--- config.mk ---
export PLATFORM = sky130hd
export DESIGN_NAME = acs_seq_top
export DESIGN_NICKNAME = d
export VERILOG_FILES = /design/src/hw/acs_pkg.sv /design/src/hw/acs_seq_top.sv
export SDC_FILE = /design/constraint.sdc
export NUM_CORES = 1
export LEC_CHECK = 0
export ABC_AREA = 1
export CORE_UTILIZATION = 30
export DETAILED_ROUTE_END_ITERATION = 7
export DONT_BUFFER_PORTS = 1
export GPL_ROUTABILITY_DRIVEN = 0
export SKIP_LAST_GASP = 1
export SLEW_MARGIN = 20
export SYNTH_ARGS = -nofsm -noshare
export SYNTH_HDL_FRONTEND = slang
export SYNTH_SLANG_ARGS = --single-unit
--- constraint.sdc ---
create_clock -name aclk -period 3.8 [get_ports aclk]
set_input_delay 0.76 -clock aclk [delete_from_list [all_inputs] [get_ports aclk]]
set_output_delay 0.76 -clock aclk [all_outputs]
set_load 0.02 [all_outputs]
--- src/hw/acs_pkg.sv ---
// Constants and types for the conversion sequencer
package acs_pkg;
  localparam int ACS_CLK_HZ = 10_000_000;
  localparam int ACS_CLK_MHZ = ACS_CLK_HZ / 1_000_000;
  // Conversion state durations on the internal oscillator
  localparam int ACS_T60_1X_US = 133_000;
  localparam int ACS_T60_2X_US = 67_000;
  localparam int ACS_T50_1X_US = 160_000;
  localparam int ACS_T50_2X_US = 80_000;
  localparam int ACS_TBOTH_1X_US = 147_000;
  localparam int ACS_TBOTH_2X_US = 73_600;
  // Durations in external conversion clock cycles
  localparam int ACS_EXT_1X_CYC = 41036;
  localparam int ACS_EXT_2X_CYC = 20556;
  // External clock detection
  localparam int ACS_EXT_MIN_HZ = 10_000;
  localparam int ACS_DET_WIN_US = 200;
  localparam int ACS_DET_WIN_CYC = ACS_DET_WIN_US * ACS_CLK_MHZ;
  localparam int ACS_DET_MIN_EDGES = ACS_DET_WIN_US * ACS_EXT_MIN_HZ / 1_000_000;
  localparam int ACS_WIN_W = 11;
  localparam int ACS_CNT_W = 21;
  // Result word
  localparam int ACS_OUT_W = 24;
  localparam int ACS_SMP_W = 18;
  localparam int ACS_RB_W = 6;
  localparam int ACS_BYTE = 8;
  localparam logic [1:0] ACS_RES_BYTES = 2'h3;
  localparam logic [3:0] ACS_BYTE_BITS = 4'h8;
  localparam logic [3:0] ACS_BIT_RELOAD = 4'h9;
  // Slave addresses
  localparam logic [6:0] ACS_ADDR_LH = 7'h14;
  localparam logic [6:0] ACS_ADDR_LF = 7'h15;
  localparam logic [6:0] ACS_ADDR_FH = 7'h17;
  localparam logic [6:0] ACS_ADDR_FF = 7'h24;
  localparam logic [6:0] ACS_ADDR_HH = 7'h26;
  localparam logic [6:0] ACS_ADDR_HF = 7'h27;
  localparam logic [6:0] ACS_ADDR_GLOBAL = 7'h77;
  // Register map
  localparam int ACS_AXI_AW = 5;
  localparam logic [4:0] ACS_OFF_SAMPLE = 5'h00;
  localparam logic [4:0] ACS_OFF_STATUS = 5'h04;
  localparam logic [4:0] ACS_OFF_CONFIG = 5'h08;
  localparam logic [4:0] ACS_OFF_RESULT = 5'h0C;
  localparam logic [1:0] ACS_RESP_OKAY = 2'h0;
  localparam logic [1:0] ACS_RESP_DECERR = 2'h3;
  // Line rejection and gain codes
  localparam logic [1:0] ACS_REJ_BOTH = 2'h0;
  localparam logic [1:0] ACS_REJ_50 = 2'h1;
  localparam logic [1:0] ACS_REJ_60 = 2'h2;
  localparam logic [2:0] ACS_GAIN_1 = 3'h0;

  typedef enum logic [1:0] {
    ACS_SEQ_CONV = 2'b00,
    ACS_SEQ_SLEEP = 2'b01,
    ACS_SEQ_DIO = 2'b10
  } acs_seq_t;
  typedef enum logic [2:0] {
    ACS_BUS_IDLE = 3'b000,
    ACS_BUS_ADDR = 3'b001,
    ACS_BUS_ADDR_ACK = 3'b010,
    ACS_BUS_WR_BYTE = 3'b011,
    ACS_BUS_WR_ACK = 3'b100,
    ACS_BUS_RD_BYTE = 3'b101,
    ACS_BUS_RD_ACK = 3'b110,
    ACS_BUS_SKIP = 3'b111
  } acs_bus_t;
  typedef enum logic [1:0] {
    ACS_LVL_LOW = 2'b00,
    ACS_LVL_HIGH = 2'b01,
    ACS_LVL_FLOAT = 2'b10
  } acs_lvl_t;
  typedef struct packed {
    logic temp_sensor_select;
    logic [1:0] line_reject_select;
    logic double_rate_select;
    logic [2:0] gain_select_field;
    logic spare;
  } acs_cfg_t;
  localparam acs_cfg_t ACS_CFG_RESET = 8'h00;
endpackage

--- src/hw/acs_seq_top.sv ---
// Conversion sequencer with two-wire slave and AXI4-Lite registers
//
// Local design decisions: the address map and the AXI4-Lite register port.
`timescale 1ns/1ps
module acs_seq_top #(
  parameter int CYC_60_1X = acs_pkg::ACS_T60_1X_US * acs_pkg::ACS_CLK_MHZ,
  parameter int CYC_60_2X = acs_pkg::ACS_T60_2X_US * acs_pkg::ACS_CLK_MHZ,
  parameter int CYC_50_1X = acs_pkg::ACS_T50_1X_US * acs_pkg::ACS_CLK_MHZ,
  parameter int CYC_50_2X = acs_pkg::ACS_T50_2X_US * acs_pkg::ACS_CLK_MHZ,
  parameter int CYC_BOTH_1X = acs_pkg::ACS_TBOTH_1X_US * acs_pkg::ACS_CLK_MHZ,
  parameter int CYC_BOTH_2X = acs_pkg::ACS_TBOTH_2X_US * acs_pkg::ACS_CLK_MHZ,
  parameter int CYC_EXT_1X = acs_pkg::ACS_EXT_1X_CYC,
  parameter int CYC_EXT_2X = acs_pkg::ACS_EXT_2X_CYC
) (
  // Clock and reset
  input logic aclk,
  input logic aresetn,
  // AXI4-Lite slave
  input logic awvalid,
  output logic awready,
  input logic [acs_pkg::ACS_AXI_AW-1:0] awaddr,
  input logic wvalid,
  output logic wready,
  input logic [31:0] wdata,
  input logic [3:0] wstrb,
  output logic bvalid,
  input logic bready,
  output logic [1:0] bresp,
  input logic arvalid,
  output logic arready,
  input logic [acs_pkg::ACS_AXI_AW-1:0] araddr,
  output logic rvalid,
  input logic rready,
  output logic [31:0] rdata,
  output logic [1:0] rresp,
  // Two-wire serial bus
  input logic scl_i,
  input logic sda_i,
  output logic sda_o,
  output logic sda_oe,
  // Address pins, three-level sensed
  input acs_pkg::acs_lvl_t addr_hi_select_pin,
  input acs_pkg::acs_lvl_t addr_lo_or_ext_clock_pin,
  // Oscillator control
  output logic osc_en
);
  import acs_pkg::*;

  function automatic acs_cfg_t eff_cfg(acs_cfg_t c);
    acs_cfg_t e;
    e = c;
    if (c.temp_sensor_select) begin
      e.gain_select_field = ACS_GAIN_1;
      e.double_rate_select = 1'b0;
    end
    return e;
  endfunction

  function automatic logic [ACS_CNT_W-1:0] conv_len(acs_cfg_t c, logic ext);
    int n;
    if (ext) begin
      n = c.double_rate_select ? CYC_EXT_2X : CYC_EXT_1X;
    end else begin
      case (c.line_reject_select)
        ACS_REJ_60: n = c.double_rate_select ? CYC_60_2X : CYC_60_1X;
        ACS_REJ_50: n = c.double_rate_select ? CYC_50_2X : CYC_50_1X;
        default: n = c.double_rate_select ? CYC_BOTH_2X : CYC_BOTH_1X;
      endcase
    end
    return ACS_CNT_W'(n - 1);
  endfunction

  // Returns {valid, address}; unlisted pin pairs never match
  function automatic logic [7:0] addr_map(acs_lvl_t hi, acs_lvl_t lo);
    case ({hi, lo})
      {ACS_LVL_LOW, ACS_LVL_HIGH}: return {1'b1, ACS_ADDR_LH};
      {ACS_LVL_LOW, ACS_LVL_FLOAT}: return {1'b1, ACS_ADDR_LF};
      {ACS_LVL_FLOAT, ACS_LVL_HIGH}: return {1'b1, ACS_ADDR_FH};
      {ACS_LVL_FLOAT, ACS_LVL_FLOAT}: return {1'b1, ACS_ADDR_FF};
      {ACS_LVL_HIGH, ACS_LVL_HIGH}: return {1'b1, ACS_ADDR_HH};
      {ACS_LVL_HIGH, ACS_LVL_FLOAT}: return {1'b1, ACS_ADDR_HF};
      default: return 8'h00;
    endcase
  endfunction

  function automatic logic [7:0] rd_byte(logic [ACS_OUT_W-1:0] w, logic [1:0] i);
    case (i)
      2'h0: return w[ACS_OUT_W-1 -: ACS_BYTE];
      2'h1: return w[ACS_OUT_W-1-ACS_BYTE -: ACS_BYTE];
      default: return w[ACS_BYTE-1:0];
    endcase
  endfunction

  function automatic logic [ACS_AXI_AW-1:0] word_of(logic [ACS_AXI_AW-1:0] a);
    return {a[ACS_AXI_AW-1:2], 2'b00};
  endfunction

  ////////////////////////////////////////////////////////////////////////////
  // External clock detector

  logic lo_hi_q, lo_hi_d, ext_q, ext_d, ext_rise;
  logic [ACS_WIN_W-1:0] win_q, win_d;
  logic [1:0] edg_q, edg_d;

  assign ext_rise = lo_hi_d && !lo_hi_q;

  // Presence changes only at window ends, so the source never chatters
  always_comb begin
    lo_hi_d = (addr_lo_or_ext_clock_pin == ACS_LVL_HIGH);
    win_d = win_q + 1'b1;
    edg_d = edg_q;
    ext_d = ext_q;
    if (ext_rise && edg_q != 2'h3) begin
      edg_d = edg_q + 1'b1;
    end
    if (win_q == ACS_WIN_W'(ACS_DET_WIN_CYC - 1)) begin
      win_d = '0;
      edg_d = '0;
      ext_d = (edg_q >= 2'(ACS_DET_MIN_EDGES));
    end
  end

  always_ff @(posedge aclk) begin
    if (!aresetn) begin
      lo_hi_q <= 1'b0;
      win_q <= '0;
      edg_q <= '0;
      ext_q <= 1'b0;
    end else begin
      lo_hi_q <= lo_hi_d;
      win_q <= win_d;
      edg_q <= edg_d;
      ext_q <= ext_d;
    end
  end

  assign osc_en = !ext_q;

  ////////////////////////////////////////////////////////////////////////////
  // Sequencer and two-wire slave

  acs_seq_t seq_q, seq_d;
  acs_bus_t bus_q, bus_d;
  acs_cfg_t cfg_q, cfg_d, cfg_e;
  acs_lvl_t lo_eff;
  logic scl_q, scl_d, sda_q, sda_d, rw_q, rw_d, oe_q, oe_d;
  logic scl_rise, scl_fall, start_c, stop_c, tick, hit, go;
  logic [3:0] bit_q, bit_d;
  logic [7:0] sh_q, sh_d, amap, nxt;
  logic [1:0] byte_q, byte_d;
  logic [ACS_CNT_W-1:0] cnt_q, cnt_d;
  logic [ACS_OUT_W-1:0] out_q, out_d;
  logic [ACS_SMP_W-1:0] smp_q, smp_d;

  assign lo_eff = ext_q ? ACS_LVL_HIGH : addr_lo_or_ext_clock_pin;
  assign amap = addr_map(addr_hi_select_pin, lo_eff);
  assign cfg_e = eff_cfg(cfg_q);
  assign scl_rise = scl_i && !scl_q;
  assign scl_fall = !scl_i && scl_q;
  assign start_c = scl_i && scl_q && sda_q && !sda_i;
  assign stop_c = scl_i && scl_q && !sda_q && sda_i;
  // Source switch mid-conversion only skews the count of that conversion
  assign tick = ext_q ? ext_rise : 1'b1;
  // Global address only for writes
  assign hit = (amap[7] && sh_q[7:1] == amap[6:0])
            || (sh_q[7:1] == ACS_ADDR_GLOBAL && !sh_q[0]);

  always_comb begin
    scl_d = scl_i;
    sda_d = sda_i;
    seq_d = seq_q;
    bus_d = bus_q;
    bit_d = bit_q;
    sh_d = sh_q;
    byte_d = byte_q;
    rw_d = rw_q;
    oe_d = oe_q;
    cfg_d = cfg_q;
    cnt_d = cnt_q;
    out_d = out_q;
    go = 1'b0;
    nxt = rd_byte(out_q, (bus_q == ACS_BUS_ADDR_ACK) ? 2'h0 : byte_q);
    if (seq_q == ACS_SEQ_CONV) begin
      if (tick) begin
        cnt_d = cnt_q + 1'b1;
      end
      if (cnt_q >= conv_len(cfg_e, ext_q)) begin
        seq_d = ACS_SEQ_SLEEP;
        out_d = {smp_q, cfg_q[$bits(acs_cfg_t)-1 -: ACS_RB_W]};
      end
    end
    if (start_c) begin
      bus_d = ACS_BUS_ADDR;
      bit_d = '0;
      oe_d = 1'b0;
    end else if (stop_c) begin
      bus_d = ACS_BUS_IDLE;
      oe_d = 1'b0;
      go = (seq_q == ACS_SEQ_DIO);
    end else begin
      case (bus_q)
        ACS_BUS_ADDR: begin
          if (scl_rise) begin
            sh_d = {sh_q[6:0], sda_i};
            bit_d = bit_q + 1'b1;
          end
          if (scl_fall && bit_q == ACS_BYTE_BITS) begin
            if (hit && seq_q != ACS_SEQ_CONV) begin
              seq_d = ACS_SEQ_DIO;
              rw_d = sh_q[0];
              oe_d = 1'b1;
              bus_d = ACS_BUS_ADDR_ACK;
            end else begin
              bus_d = ACS_BUS_SKIP;
            end
          end
        end
        ACS_BUS_ADDR_ACK: begin
          if (scl_fall) begin
            bit_d = '0;
            byte_d = '0;
            if (rw_q) begin
              oe_d = !nxt[7];
              sh_d = {nxt[6:0], 1'b0};
              bus_d = ACS_BUS_RD_BYTE;
            end else begin
              oe_d = 1'b0;
              bus_d = ACS_BUS_WR_BYTE;
            end
          end
        end
        ACS_BUS_WR_BYTE: begin
          if (scl_rise) begin
            sh_d = {sh_q[6:0], sda_i};
            bit_d = bit_q + 1'b1;
          end
          if (scl_fall && bit_q == ACS_BYTE_BITS) begin
            oe_d = 1'b1;
            cfg_d = acs_cfg_t'(sh_q);
            bus_d = ACS_BUS_WR_ACK;
          end
        end
        ACS_BUS_WR_ACK: begin
          if (scl_fall) begin
            oe_d = 1'b0;
            bit_d = '0;
            bus_d = ACS_BUS_WR_BYTE;
          end
        end
        ACS_BUS_RD_BYTE: begin
          if (scl_rise) begin
            bit_d = bit_q + 1'b1;
          end
          if (scl_fall) begin
            if (bit_q == ACS_BYTE_BITS) begin
              oe_d = 1'b0;
              byte_d = byte_q + 1'b1;
              bus_d = ACS_BUS_RD_ACK;
            end else begin
              oe_d = !sh_q[7];
              sh_d = {sh_q[6:0], 1'b0};
            end
          end
        end
        ACS_BUS_RD_ACK: begin
          if (scl_rise) begin
            if (byte_q == ACS_RES_BYTES) begin
              go = 1'b1;
              bus_d = ACS_BUS_SKIP;
            end else if (sda_i) begin
              bus_d = ACS_BUS_SKIP;
            end else begin
              bit_d = ACS_BIT_RELOAD;
            end
          end
          if (scl_fall && bit_q == ACS_BIT_RELOAD) begin
            oe_d = !nxt[7];
            sh_d = {nxt[6:0], 1'b0};
            bit_d = '0;
            bus_d = ACS_BUS_RD_BYTE;
          end
        end
        default: ;
      endcase
    end
    if (go) begin
      seq_d = ACS_SEQ_CONV;
      cnt_d = '0;
    end
  end

  always_ff @(posedge aclk) begin
    if (!aresetn) begin
      scl_q <= 1'b1;
      sda_q <= 1'b1;
      seq_q <= ACS_SEQ_CONV;
      bus_q <= ACS_BUS_IDLE;
      bit_q <= '0;
      sh_q <= '0;
      byte_q <= '0;
      rw_q <= 1'b0;
      oe_q <= 1'b0;
      cfg_q <= ACS_CFG_RESET;
      cnt_q <= '0;
      out_q <= '0;
    end else begin
      scl_q <= scl_d;
      sda_q <= sda_d;
      seq_q <= seq_d;
      bus_q <= bus_d;
      bit_q <= bit_d;
      sh_q <= sh_d;
      byte_q <= byte_d;
      rw_q <= rw_d;
      oe_q <= oe_d;
      cfg_q <= cfg_d;
      cnt_q <= cnt_d;
      out_q <= out_d;
    end
  end

  assign sda_o = 1'b0;
  assign sda_oe = oe_q;

  ////////////////////////////////////////////////////////////////////////////
  // AXI4-Lite slave

  logic aw_q, aw_d, w_q, w_d, bv_q, bv_d, rv_q, rv_d;
  logic [ACS_AXI_AW-1:0] awa_q, awa_d;
  logic [31:0] wd_q, wd_d, rd_q, rd_d, wm;
  logic [3:0] ws_q, ws_d;
  logic [1:0] br_q, br_d, rr_q, rr_d;

  assign awready = !aw_q && !bv_q;
  assign wready = !w_q && !bv_q;
  assign arready = !rv_q;

  always_comb begin
    aw_d = aw_q;
    w_d = w_q;
    awa_d = awa_q;
    wd_d = wd_q;
    ws_d = ws_q;
    bv_d = bv_q;
    br_d = br_q;
    rv_d = rv_q;
    rd_d = rd_q;
    rr_d = rr_q;
    smp_d = smp_q;
    wm = 32'(smp_q);
    if (awvalid && awready) begin
      aw_d = 1'b1;
      awa_d = awaddr;
    end
    if (wvalid && wready) begin
      w_d = 1'b1;
      wd_d = wdata;
      ws_d = wstrb;
    end
    if (bv_q && bready) begin
      bv_d = 1'b0;
    end
    // Response only after both halves, in either order
    if (aw_q && w_q) begin
      aw_d = 1'b0;
      w_d = 1'b0;
      bv_d = 1'b1;
      br_d = ACS_RESP_OKAY;
      case (word_of(awa_q))
        ACS_OFF_SAMPLE: begin
          for (int i = 0; i < 4; i++) begin
            if (ws_q[i]) begin
              wm[ACS_BYTE*i +: ACS_BYTE] = wd_q[ACS_BYTE*i +: ACS_BYTE];
            end
          end
          smp_d = wm[ACS_SMP_W-1:0];
        end
        ACS_OFF_STATUS, ACS_OFF_CONFIG, ACS_OFF_RESULT: ;
        default: br_d = ACS_RESP_DECERR;
      endcase
    end
    if (rv_q && rready) begin
      rv_d = 1'b0;
    end
    if (arvalid && arready) begin
      rv_d = 1'b1;
      rr_d = ACS_RESP_OKAY;
      case (word_of(araddr))
        ACS_OFF_SAMPLE: rd_d = 32'(smp_q);
        ACS_OFF_STATUS: rd_d = 32'({amap, ext_q, seq_q});
        ACS_OFF_CONFIG: rd_d = 32'({cfg_e, cfg_q});
        ACS_OFF_RESULT: rd_d = 32'(out_q);
        default: begin
          rd_d = '0;
          rr_d = ACS_RESP_DECERR;
        end
      endcase
    end
  end

  always_ff @(posedge aclk) begin
    if (!aresetn) begin
      aw_q <= 1'b0;
      w_q <= 1'b0;
      awa_q <= '0;
      wd_q <= '0;
      ws_q <= '0;
      bv_q <= 1'b0;
      br_q <= ACS_RESP_OKAY;
      rv_q <= 1'b0;
      rd_q <= '0;
      rr_q <= ACS_RESP_OKAY;
      smp_q <= '0;
    end else begin
      aw_q <= aw_d;
      w_q <= w_d;
      awa_q <= awa_d;
      wd_q <= wd_d;
      ws_q <= ws_d;
      bv_q <= bv_d;
      br_q <= br_d;
      rv_q <= rv_d;
      rd_q <= rd_d;
      rr_q <= rr_d;
      smp_q <= smp_d;
    end
  end

  assign bvalid = bv_q;
  assign bresp = br_q;
  assign rvalid = rv_q;
  assign rdata = rd_q;
  assign rresp = rr_q;
endmodule

---- After elaboration in Yosys (flattened, before gate mapping) ----
Cells that the tools add are included.
storage, ports and cells
  flip-flop bits (word level) ............. 175
  input port bits ......................... 59
  output and inout port bits .............. 44
cells by class
  add/subtract/negate cells ............... 6
  magnitude comparators ................... 2
  equal/unequal tests ..................... 55
  multiplexer cells ....................... 75
  bitwise logic cells ..................... 3
  reductions and logical operators ........ 71
operator list
  operator                                             count
  two-way mux 21 bit                                   5
  one-hot mux 24 bit (4 select lines)                  1
  two-way mux 8 bit                                    6
  one-hot mux 8 bit (6 select lines)                   1
  one-hot mux 21 bit (2 select lines)                  1
  two-way mux 3 bit                                    12
  one-hot mux 8 bit (4 select lines)                   1
  two-way mux 2 bit                                    14
  two-way mux 4 bit                                    7
  != test 4 bit, second input constant                 7
  AND reduction 9 bit                                  3
  logical AND 1 bit                                    22
  != test 2 bit, second input constant                 11
  adder 21 x 1 -> 21 bit, second input constant        1
  greater-or-equal comparator 21 bit                   1
  two-way mux 1 bit                                    21
  subtractor 21 x 2 -> 21 bit, second input constant   1
  equality test 3 x 2 -> 1 bit, second input constant  6
  one-hot mux 3 bit (6 select lines)                   1
  equality test 4 bit, second input constant           4
  two-way mux 16 bit                                   1
  one-hot mux 8 bit (2 select lines)                   1
  zero test 1 bit                                      13
  one-hot mux 4 bit (3 select lines)                   1
  other kinds (39)                                     70

---- Depth between registers and ports, before layout ----
Gate-level depths: netlist of run 1.
  depth after elaboration ................. 14
  depth in mapped cells ................... 22
  depth with buffers taken out ............ 21

---- Least setup slack after synthesis of run 1 ----
No wires, ideal clock.
  path kind ............................... register to register
  from .................................... reg cfg_q (netlist bit cfg_e[5])
  to ...................................... reg out_q[19]
  library setup time ...................... 0.116 ns
  arrival ................................. 2.983 ns
  data required time ...................... 3.684 ns
  slack ................................... 0.701 ns
  stages on the path, launching flop included .. 23
  buffers on the path ..................... 1
  path through ............................ dfxtp_1 > inv_1 > ha_1 > inv_1 > nor2_1 > o21ai_2 > nor2_1 > inv_1 > nor2_1 > or2_2 > inv_1 > ha_1 > a21oi_1 > nor2_1 > a211oi_1 > o21ai_0 > nand2_1 > nand4_1 > nand2_1 > inv_1 > buf_4 > nor2_1 > nor2_1
between the ends
  word-level cells in the longest chain between the ends .. 7
  elaborated cells between the ends (all ways) .. 8
  those cells by class .................... add/sub: 1; order compare: 1; eq/ne: 2; mux: 3; reduce/logical: 1
ends and longest elaborated chain
  item                                                                 line                RTL
  start, declared                                                      acs_seq_top.sv:144  acs_cfg_t cfg_q, cfg_d, cfg_e;
  start signal, assigned                                               acs_seq_top.sv:316  cfg_q <= cfg_d;
  equality test 2 x 1 -> 1 bit or equality test 2 bit (tied branches)  acs_seq_top.sv:64   case (c.line_reject_select)
  one-hot mux 21 bit (2 select lines) *                                acs_seq_top.sv:64
  two-way mux 21 bit *                                                 acs_seq_top.sv:61   if (ext) begin
  two-way mux 21 bit *                                                 acs_seq_top.sv:183  if (seq_q == ACS_SEQ_CONV) begin
  subtractor 21 x 2 -> 21 bit *                                        acs_seq_top.sv:70   return ACS_CNT_W'(n - 1);
  greater-or-equal comparator 21 bit *                                 acs_seq_top.sv:187  if (cnt_q >= conv_len(cfg_e, ext_q)) begin
  AND reduction 2 bit (no line) *                                      -
  end signal, assigned                                                 acs_seq_top.sv:318  out_q <= out_d;
  end, declared                                                        acs_seq_top.sv:152  logic [ACS_OUT_W-1:0] out_q, out_d;
Mark *: on every way between the ends. The rest lies on a longest branch, timed or not. The select of a mux whose other input is x is not followed.
A chain may end at the register's enable or synchronous reset.

---- Final worst setup path of run 1 ----
  from .................................... reg cfg_q (netlist bit cfg_e[5])
  to ...................................... reg out_q[11]
Same word-level chain as after synthesis.

==> run_results.csv, run 1 <==
group,metric,value,unit
run_status,status,"finished, final reports clean",
critical_path,crit_fanout,24,
sta,tns,0,ns
critical_path,cp-end-kind,"register",
yosys,synth_area,0.00823,sq mm
clocking,insertion_delay,0.44,ns
floorplan,initial_core_util,30.5,%
clocking,postCtsSetupRepairBufs,0,
floorplan,core,0.0270,sq mm
sta,period_share,91.3,%
critical_path,cp_top_family,"simple AND/OR/NAND/NOR gates",
clocking,clk_pin_slew,0.07,ns
final_layout,syn_to_final_growth,11.4,%
power_and_ir_drop,leakagePower,3.64,nW
detailed_routing,drt_first_pass_iters,5,
critical_path,critPathKind,"reg2reg",
yosys,async_flop_share,0,%
min_path,hp-class,"in2reg",
sta,max_freq,0.288,GHz
critical_path,worst-path-buf-inv,6,
sta,finalSetupViolCount,0,
critical_path,rrSetupSlack,0.33,ns
clocking,cts_max_path_buffers,2,
sta,finalHoldViolations,0,
yosys,synth_edf_count,0,
critical_path,r2r-start,"cfg_e[5]",
final_layout,final_common_cell,"nor2_1",
power_and_ir_drop,intPower,3.00,mW
detailed_routing,ant_nets,0,
detailed_routing,vias,7349,
global_routing,grt_max_degree,92,
clocking,cts_made_buffers,17,
critical_path,required,4.13,ns
critical_path,cpMostUsedCell,"inv_1",
yosys,synth-seq-cells,163,
power_and_ir_drop,ir_drop,0.000280,V
global_routing,antenna_found_initial,0,
sta,whs,0.430,ns
placement,io_buffer_count,0,
sta,tightestPinTransition,0.968,ns
yosys,synth_cells,1171,
sta,fin_worst_skew,0.0130,ns
floorplan,pin_count,103,
placement,place_inst,1484,
clocking,clock_sinks,163,
yosys,ys_seq_area_share,39.6,%
yosys,ys.flop_type,"dfxtp_1",
clocking,hold_buffers,0,
placement,hpwlAfterDp,15300,microns
clocking,clockRootBuffer,"clkbuf_16",
critical_path,arrival,3.80,ns
floorplan,die_area,0.0281,sq mm
sta,finalMaxSlewViolations,0,
detailed_routing,drt_iter0_drc,489,
yosys,ys_warn_count,0,
power_and_ir_drop,p_total,4.45,mW
sta,period_minus_slack,3.47,ns
global_routing,overflow,0,
detailed_routing,wl_per_cell,13.7,microns
power_and_ir_drop,pwr-share-seq,43.8,%
power_and_ir_drop,p_clk_share,40.0,%
detailed_routing,viasPerCell,4.85,
power_and_ir_drop,p_sw,1.44,mW
critical_path,cp_cell_sequence,"inv_1 > ha_4 > inv_1 > nor2_4 > o21ai_2 > nor2_1 > inv_1 > nor2_2 > or2_2 > inv_1 > ha_1 > a21oi_1 > nor2_1 > a211oi_1 > o21ai_0 > nand2_1 > nand4_1 > nand2_1 > inv_1 > buf_4 > nor2_1 > nor2_1",
critical_path,crit_path_top_delay_cell,"dfxtp_1",
yosys,synth_cell_type_count,45,
yosys,synthTopCellsByArea,"dfxtp_1 (40%), nor2_1 (9.8%), nand2_1 (9.2%)",
power_and_ir_drop,p_comb_share,16.3,%
final_layout,nNetsFinal,1254,
floorplan,dieWidth,168,microns
yosys,synth_top_area_share,39.6,%
critical_path,cp-startpoint,"cfg_e[5]",
global_routing,grt_first_pass_wirelength,34800,microns
global_routing,grt_pass1_vias,6899,
floorplan,die_h,168,microns
final_layout,final_util,34.0,%
final_layout,n_antenna_cell,0,
power_and_ir_drop,sw_frac_of_total,32.5,%
yosys,syn_area_per_cell,7.03,sq um
sta,slew_headroom,35.4,%
power_and_ir_drop,p_per_area,485,mW/mm^2
clocking,cts-resized-gates,0,
final_layout,drive_gt1_share,7.15,%
final_layout,final_cell_mix,"nor2_1 (211), nand2_1 (201), dfxtp_1 (163), o21ai_0 (119), inv_1 (114)",
clocking,cts_max_level,4,
global_routing,grt_util_all_layers,15.3,%
critical_path,cpPeakStageDelay,0.41,ns
detailed_routing,drc,0,
detailed_routing,route.final.wire_length,20800,microns
final_layout,finalNonFillerCells,1516,
floorplan,rows,60,
flow_run,cap_viol_max_count,0,
yosys,yosys.area.top_type,"dfxtp_1",
critical_path,worstSetupStartpointType,"register",
clocking,cts_tree,"done",
min_path,holdCritStartpoint,"scl_i",
==> Yosys cell counts (5+ instances only) <==
| cell | number |
|---|---|
| nor3b_1 | 5 |
| a21oi_1 | 86 |
| inv_1 | 114 |
| nand2_1 | 201 |
| nand4_1 | 15 |
| o22ai_1 | 6 |
| a211oi_1 | 13 |
| buf_4 | 16 |
| or2_2 | 9 |
| dfxtp_1 | 163 |
| o21ai_0 | 119 |
| xor2_1 | 11 |
| nor3_1 | 21 |
| clkbuf_1 | 29 |
| nor4_1 | 6 |
| xnor2_1 | 7 |
| nor2_1 | 214 |
| ha_1 | 33 |
| nand3_1 | 49 |
| o2111ai_1 | 5 |
==> registers in the layout (all words and copies together), names as in the netlist, 4 cells and up <==
signal  cells
win_q      11
wd_q       18
cfg_e       4
cfg_q       4
sh_q        8
cnt_q      21
smp_q      18
rdata      24
bit_q       4
out_q      24
==> power groups by stage <==
stage / registers, mW / clock network [mW] / logic, mW
2_1_floorplan: 1.94 / 0 / 0.630
3_3_place_gp: 1.98 / 0 / 0.710
3_5_place_dp: 1.99 / 0 / 0.722
4_1_cts: 1.95 / 1.82 / 0.724
5_1_grt: 1.96 / 1.88 / 0.837
6_report: 1.95 / 1.78 / 0.723
==> per-layer routing <==
| metal | vias to the layer above | wire, microns | global-route usage, % |
|---|---|---|---|
| met3 | 31 | 792 | 3.03 |
| met2 | 145 | 9980 | 26.7 |
| met4 | 0 | 489 | 5.15 |
| met5 | - | 0 | 0 |
| li1 | 3809 | - | - |
| met1 | 3364 | 9500 | 18.8 |
==> cells by family after synthesis <==
logic type,Yosys count,share of synthesized area (%)
DFF,163,39.6
other,1,0.0455
adders and majority gates,33,5.02
AOI/OAI and AO/OA,248,16.5
buffers and inverters,167,8.46
and+or+nand+nor,541,28.4
xor gates and xnor gates,18,1.91
==> layout make-up <==
class,instances,area (sq um)
Timing Repair Buffer,13,97.6
Clock buffer,17,425
Clock inverter,15,185
Fill cell,2860,17800
Tap cell,341,427
Inverter,118,443
Sequential cell,163,3260
Multi-Input combinational cell,849,4330
==> per-stage QoR <==
step           worst slack [ns]  cell area [sq um]
6_report                  0.331               9170
5_1_grt                 -0.0165               9170
4_1_cts                   0.101               9140
3_5_place_dp              0.139               8530
3_3_place_gp              0.179               8530
2_1_floorplan             0.701               8260
==> final timing paths <==
check                           depth (start not counted)   endpoint
worst max-delay path                                   22  out_q[11]
worst min register to register                          1   win_q[0]
worst max register to register                         22  out_q[11]
worst min-delay path                                    2      scl_q
Note: power is estimated with default switching activity, not from simulation.
==> inputs of run 2 (changes only) <==
- clock period: 3.8 -> 3.2 ns (I/O delays scaled with it)
==> run_results.csv, run 2 (synthesis results as in run 1) <==
group,metric,value,unit
final_layout,drive_gt1_share,10.4,%
global_routing,met3_usage,2.60,%
sta,tightestPinTransition,0.945,ns
power_and_ir_drop,sw_frac_of_total,31.4,%
sta,whs,0.302,ns
global_routing,overflow,0,
power_and_ir_drop,intPower,3.66,mW
clocking,hold_buffers,0,
clocking,clock_sinks,163,
final_layout,final_common_cell,"nor2_1",
sta,worst_slack,0.179,ns
floorplan,core,0.0270,sq mm
final_layout,n_antenna_cell,0,
power_and_ir_drop,leakagePower,3.75,nW
floorplan,pin_count,103,
sta,period_share,94.4,%
sta,slew_headroom,37.0,%
global_routing,grt_pass1_vias,6728,
placement,io_buffer_count,0,
sta,rsz0062_at_grt,"yes",
placement,dpl_worst_slack,-0.109,ns
final_layout,fillers,2846,
global_routing,grt_use_met1,18.4,%
power_and_ir_drop,ir_drop,0.000345,V
min_path,hp-class,"in2reg",
run_status,status,"finished, final reports clean",
global_routing,grt_util_all_layers,14.9,%
sta,max_freq,0.331,GHz
sta,fin_worst_skew,0.0122,ns
critical_path,cp_cell_sequence,"inv_1 > ha_4 > inv_2 > nor2_4 > buf_4 > nand2_2 > o21ai_2 > nand4_1 > xnor2_2 > ha_1 > nand4_1 > nor2_2 > o211ai_1 > nand4_1 > nand2_2 > inv_2 > clkbuf_16 > nor2_1 > nor2_1",
detailed_routing,drt_first_pass_iters,5,
power_and_ir_drop,p_comb_share,16.2,%
floorplan,die_area,0.0281,sq mm
critical_path,cpPeakStageDelay,0.33,ns
sta,period_minus_slack,3.02,ns
global_routing,grt_use_met2,25.9,%
critical_path,crit_path_top_delay_cell,"dfxtp_1",
detailed_routing,vias,7467,
sta,finalSetupViolCount,0,
placement,hpwlAfterDp,15300,microns
power_and_ir_drop,p_per_area,566,mW/mm^2
final_layout,final_util,35.0,%
clocking,clk_pin_slew,0.07,ns
detailed_routing,ant_nets,0,
final_layout,nNetsFinal,1269,
critical_path,worstSetupStartpointType,"register",
sta,finalHoldViolations,0,
detailed_routing,drt_iter0_drc,480,
floorplan,rows,60,
critical_path,worst-path-buf-inv,5,
critical_path,cp_top_family,"simple AND/OR/NAND/NOR gates",
clocking,cts_tree,"done",
floorplan,initial_core_util,30.5,%
clocking,cts_max_level,4,
critical_path,crit_fanout,12,
clocking,insertion_delay,0.44,ns
critical_path,critPathKind,"reg2reg",
floorplan,dieWidth,168,microns
detailed_routing,wl_per_cell,13.6,microns
detailed_routing,route.final.wire_length,20800,microns
critical_path,required,3.57,ns
final_layout,final_cell_mix,"nor2_1 (202), nand2_1 (199), dfxtp_1 (162), o21ai_0 (111), inv_1 (110)",
detailed_routing,viasPerCell,4.88,
sta,finalMaxSlewViolations,0,
clocking,clockRootBuffer,"clkbuf_16",
global_routing,grt_first_pass_wirelength,33900,microns
clocking,cts_made_buffers,17,
critical_path,cp-end-kind,"register",
power_and_ir_drop,p_sw,1.68,mW
global_routing,top_usage_layer,"met2",
floorplan,die_h,168,microns
critical_path,arrival,3.39,ns
power_and_ir_drop,p_clk_share,40.5,%
power_and_ir_drop,pwr-share-seq,43.3,%
global_routing,antenna_found_initial,0,
detailed_routing,drc,0,
flow_run,cap_viol_max_count,0,
critical_path,rrSetupSlack,0.18,ns
global_routing,grt_max_degree,92,
clocking,cts_max_path_buffers,2,
final_layout,syn_to_final_growth,14.7,%
critical_path,cpMostUsedCell,"nand4_1",
==> run 2: what timing repair did <==
item,in CTS,in global routing
setup buffers,0,3
endpoints found under the hold margin,0,0
setup endpoints to repair,24,25
cloned,0,1
pin swaps,0,14
gates resized for setup,4,38
==> run 2: worst reg2reg max path, delay by kind of cell (launching register included) <==
| family | cells | cell delay (ns) |
|---|---|---|
| AND/OR/NAND/NOR | 9 | 1.08 |
| adder cells (fa/ha/maj) | 2 | 0.61 |
| AO/OA/AOI/OAI | 2 | 0.19 |
| flip-flops | 1 | 0.33 |
| buffers and inverters | 5 | 0.60 |
| XOR/XNOR | 1 | 0.17 |
==> run 2: power groups by stage <==
stage	registers, mW	clock network [mW]	logic, mW
floorplan	2.30	0	0.748
global placement	2.35	0	0.844
detailed placement	2.36	0	0.854
CTS	2.31	2.20	0.857
global route	2.33	2.28	1.00
finish	2.31	2.16	0.866
==> run 2: cell type report <==
type	instances	area, sq um	area share, %
Multi-Input combinational cell	849	4430	46.9
Sequential cell	163	3260	34.6
Inverter	118	443	4.69
Clock buffer	18	439	4.65
Tap cell	341	427	4.52
Timing Repair Buffer	28	253	2.68
Clock inverter	14	185	1.96
==> run 2: path summary, 6_finish.rpt <==
check / depth (start not counted) / endpoint / from
setup / recovery: 19 / out_q[7] / cfg_e[5]
setup reg to reg: 19 / out_q[7] / cfg_e[5]
hold reg to reg: 1 / win_q[0] / win_q[0]
hold / removal: 1 / scl_q / aresetn
==> run 2: metal layers <==
layer / wire [microns] / part of all wire [%] / up-vias
met5: 0 / 0 / -
met4: 491 / 2.4 / 0
met3: 796 / 3.8 / 40
met2: 10100 / 49 / 177
met1: 9390 / 45 / 3395
li1: - / - / 3855
==> run 2: per-stage QoR <==
step / TNS, ns / area (sq um) / std cells / power (mW)
CTS: 0 / 9280 / 1527 / 5.37
detailed placement: -2.26 / 8640 / 1495 / 3.21
floorplan: 0 / 8260 / 1179 / 3.05
global route: -0.849 / 9440 / 1531 / 5.61
finish: 0 / 9440 / 1531 / 5.34
global placement: -1.83 / 8640 / 1495 / 3.20
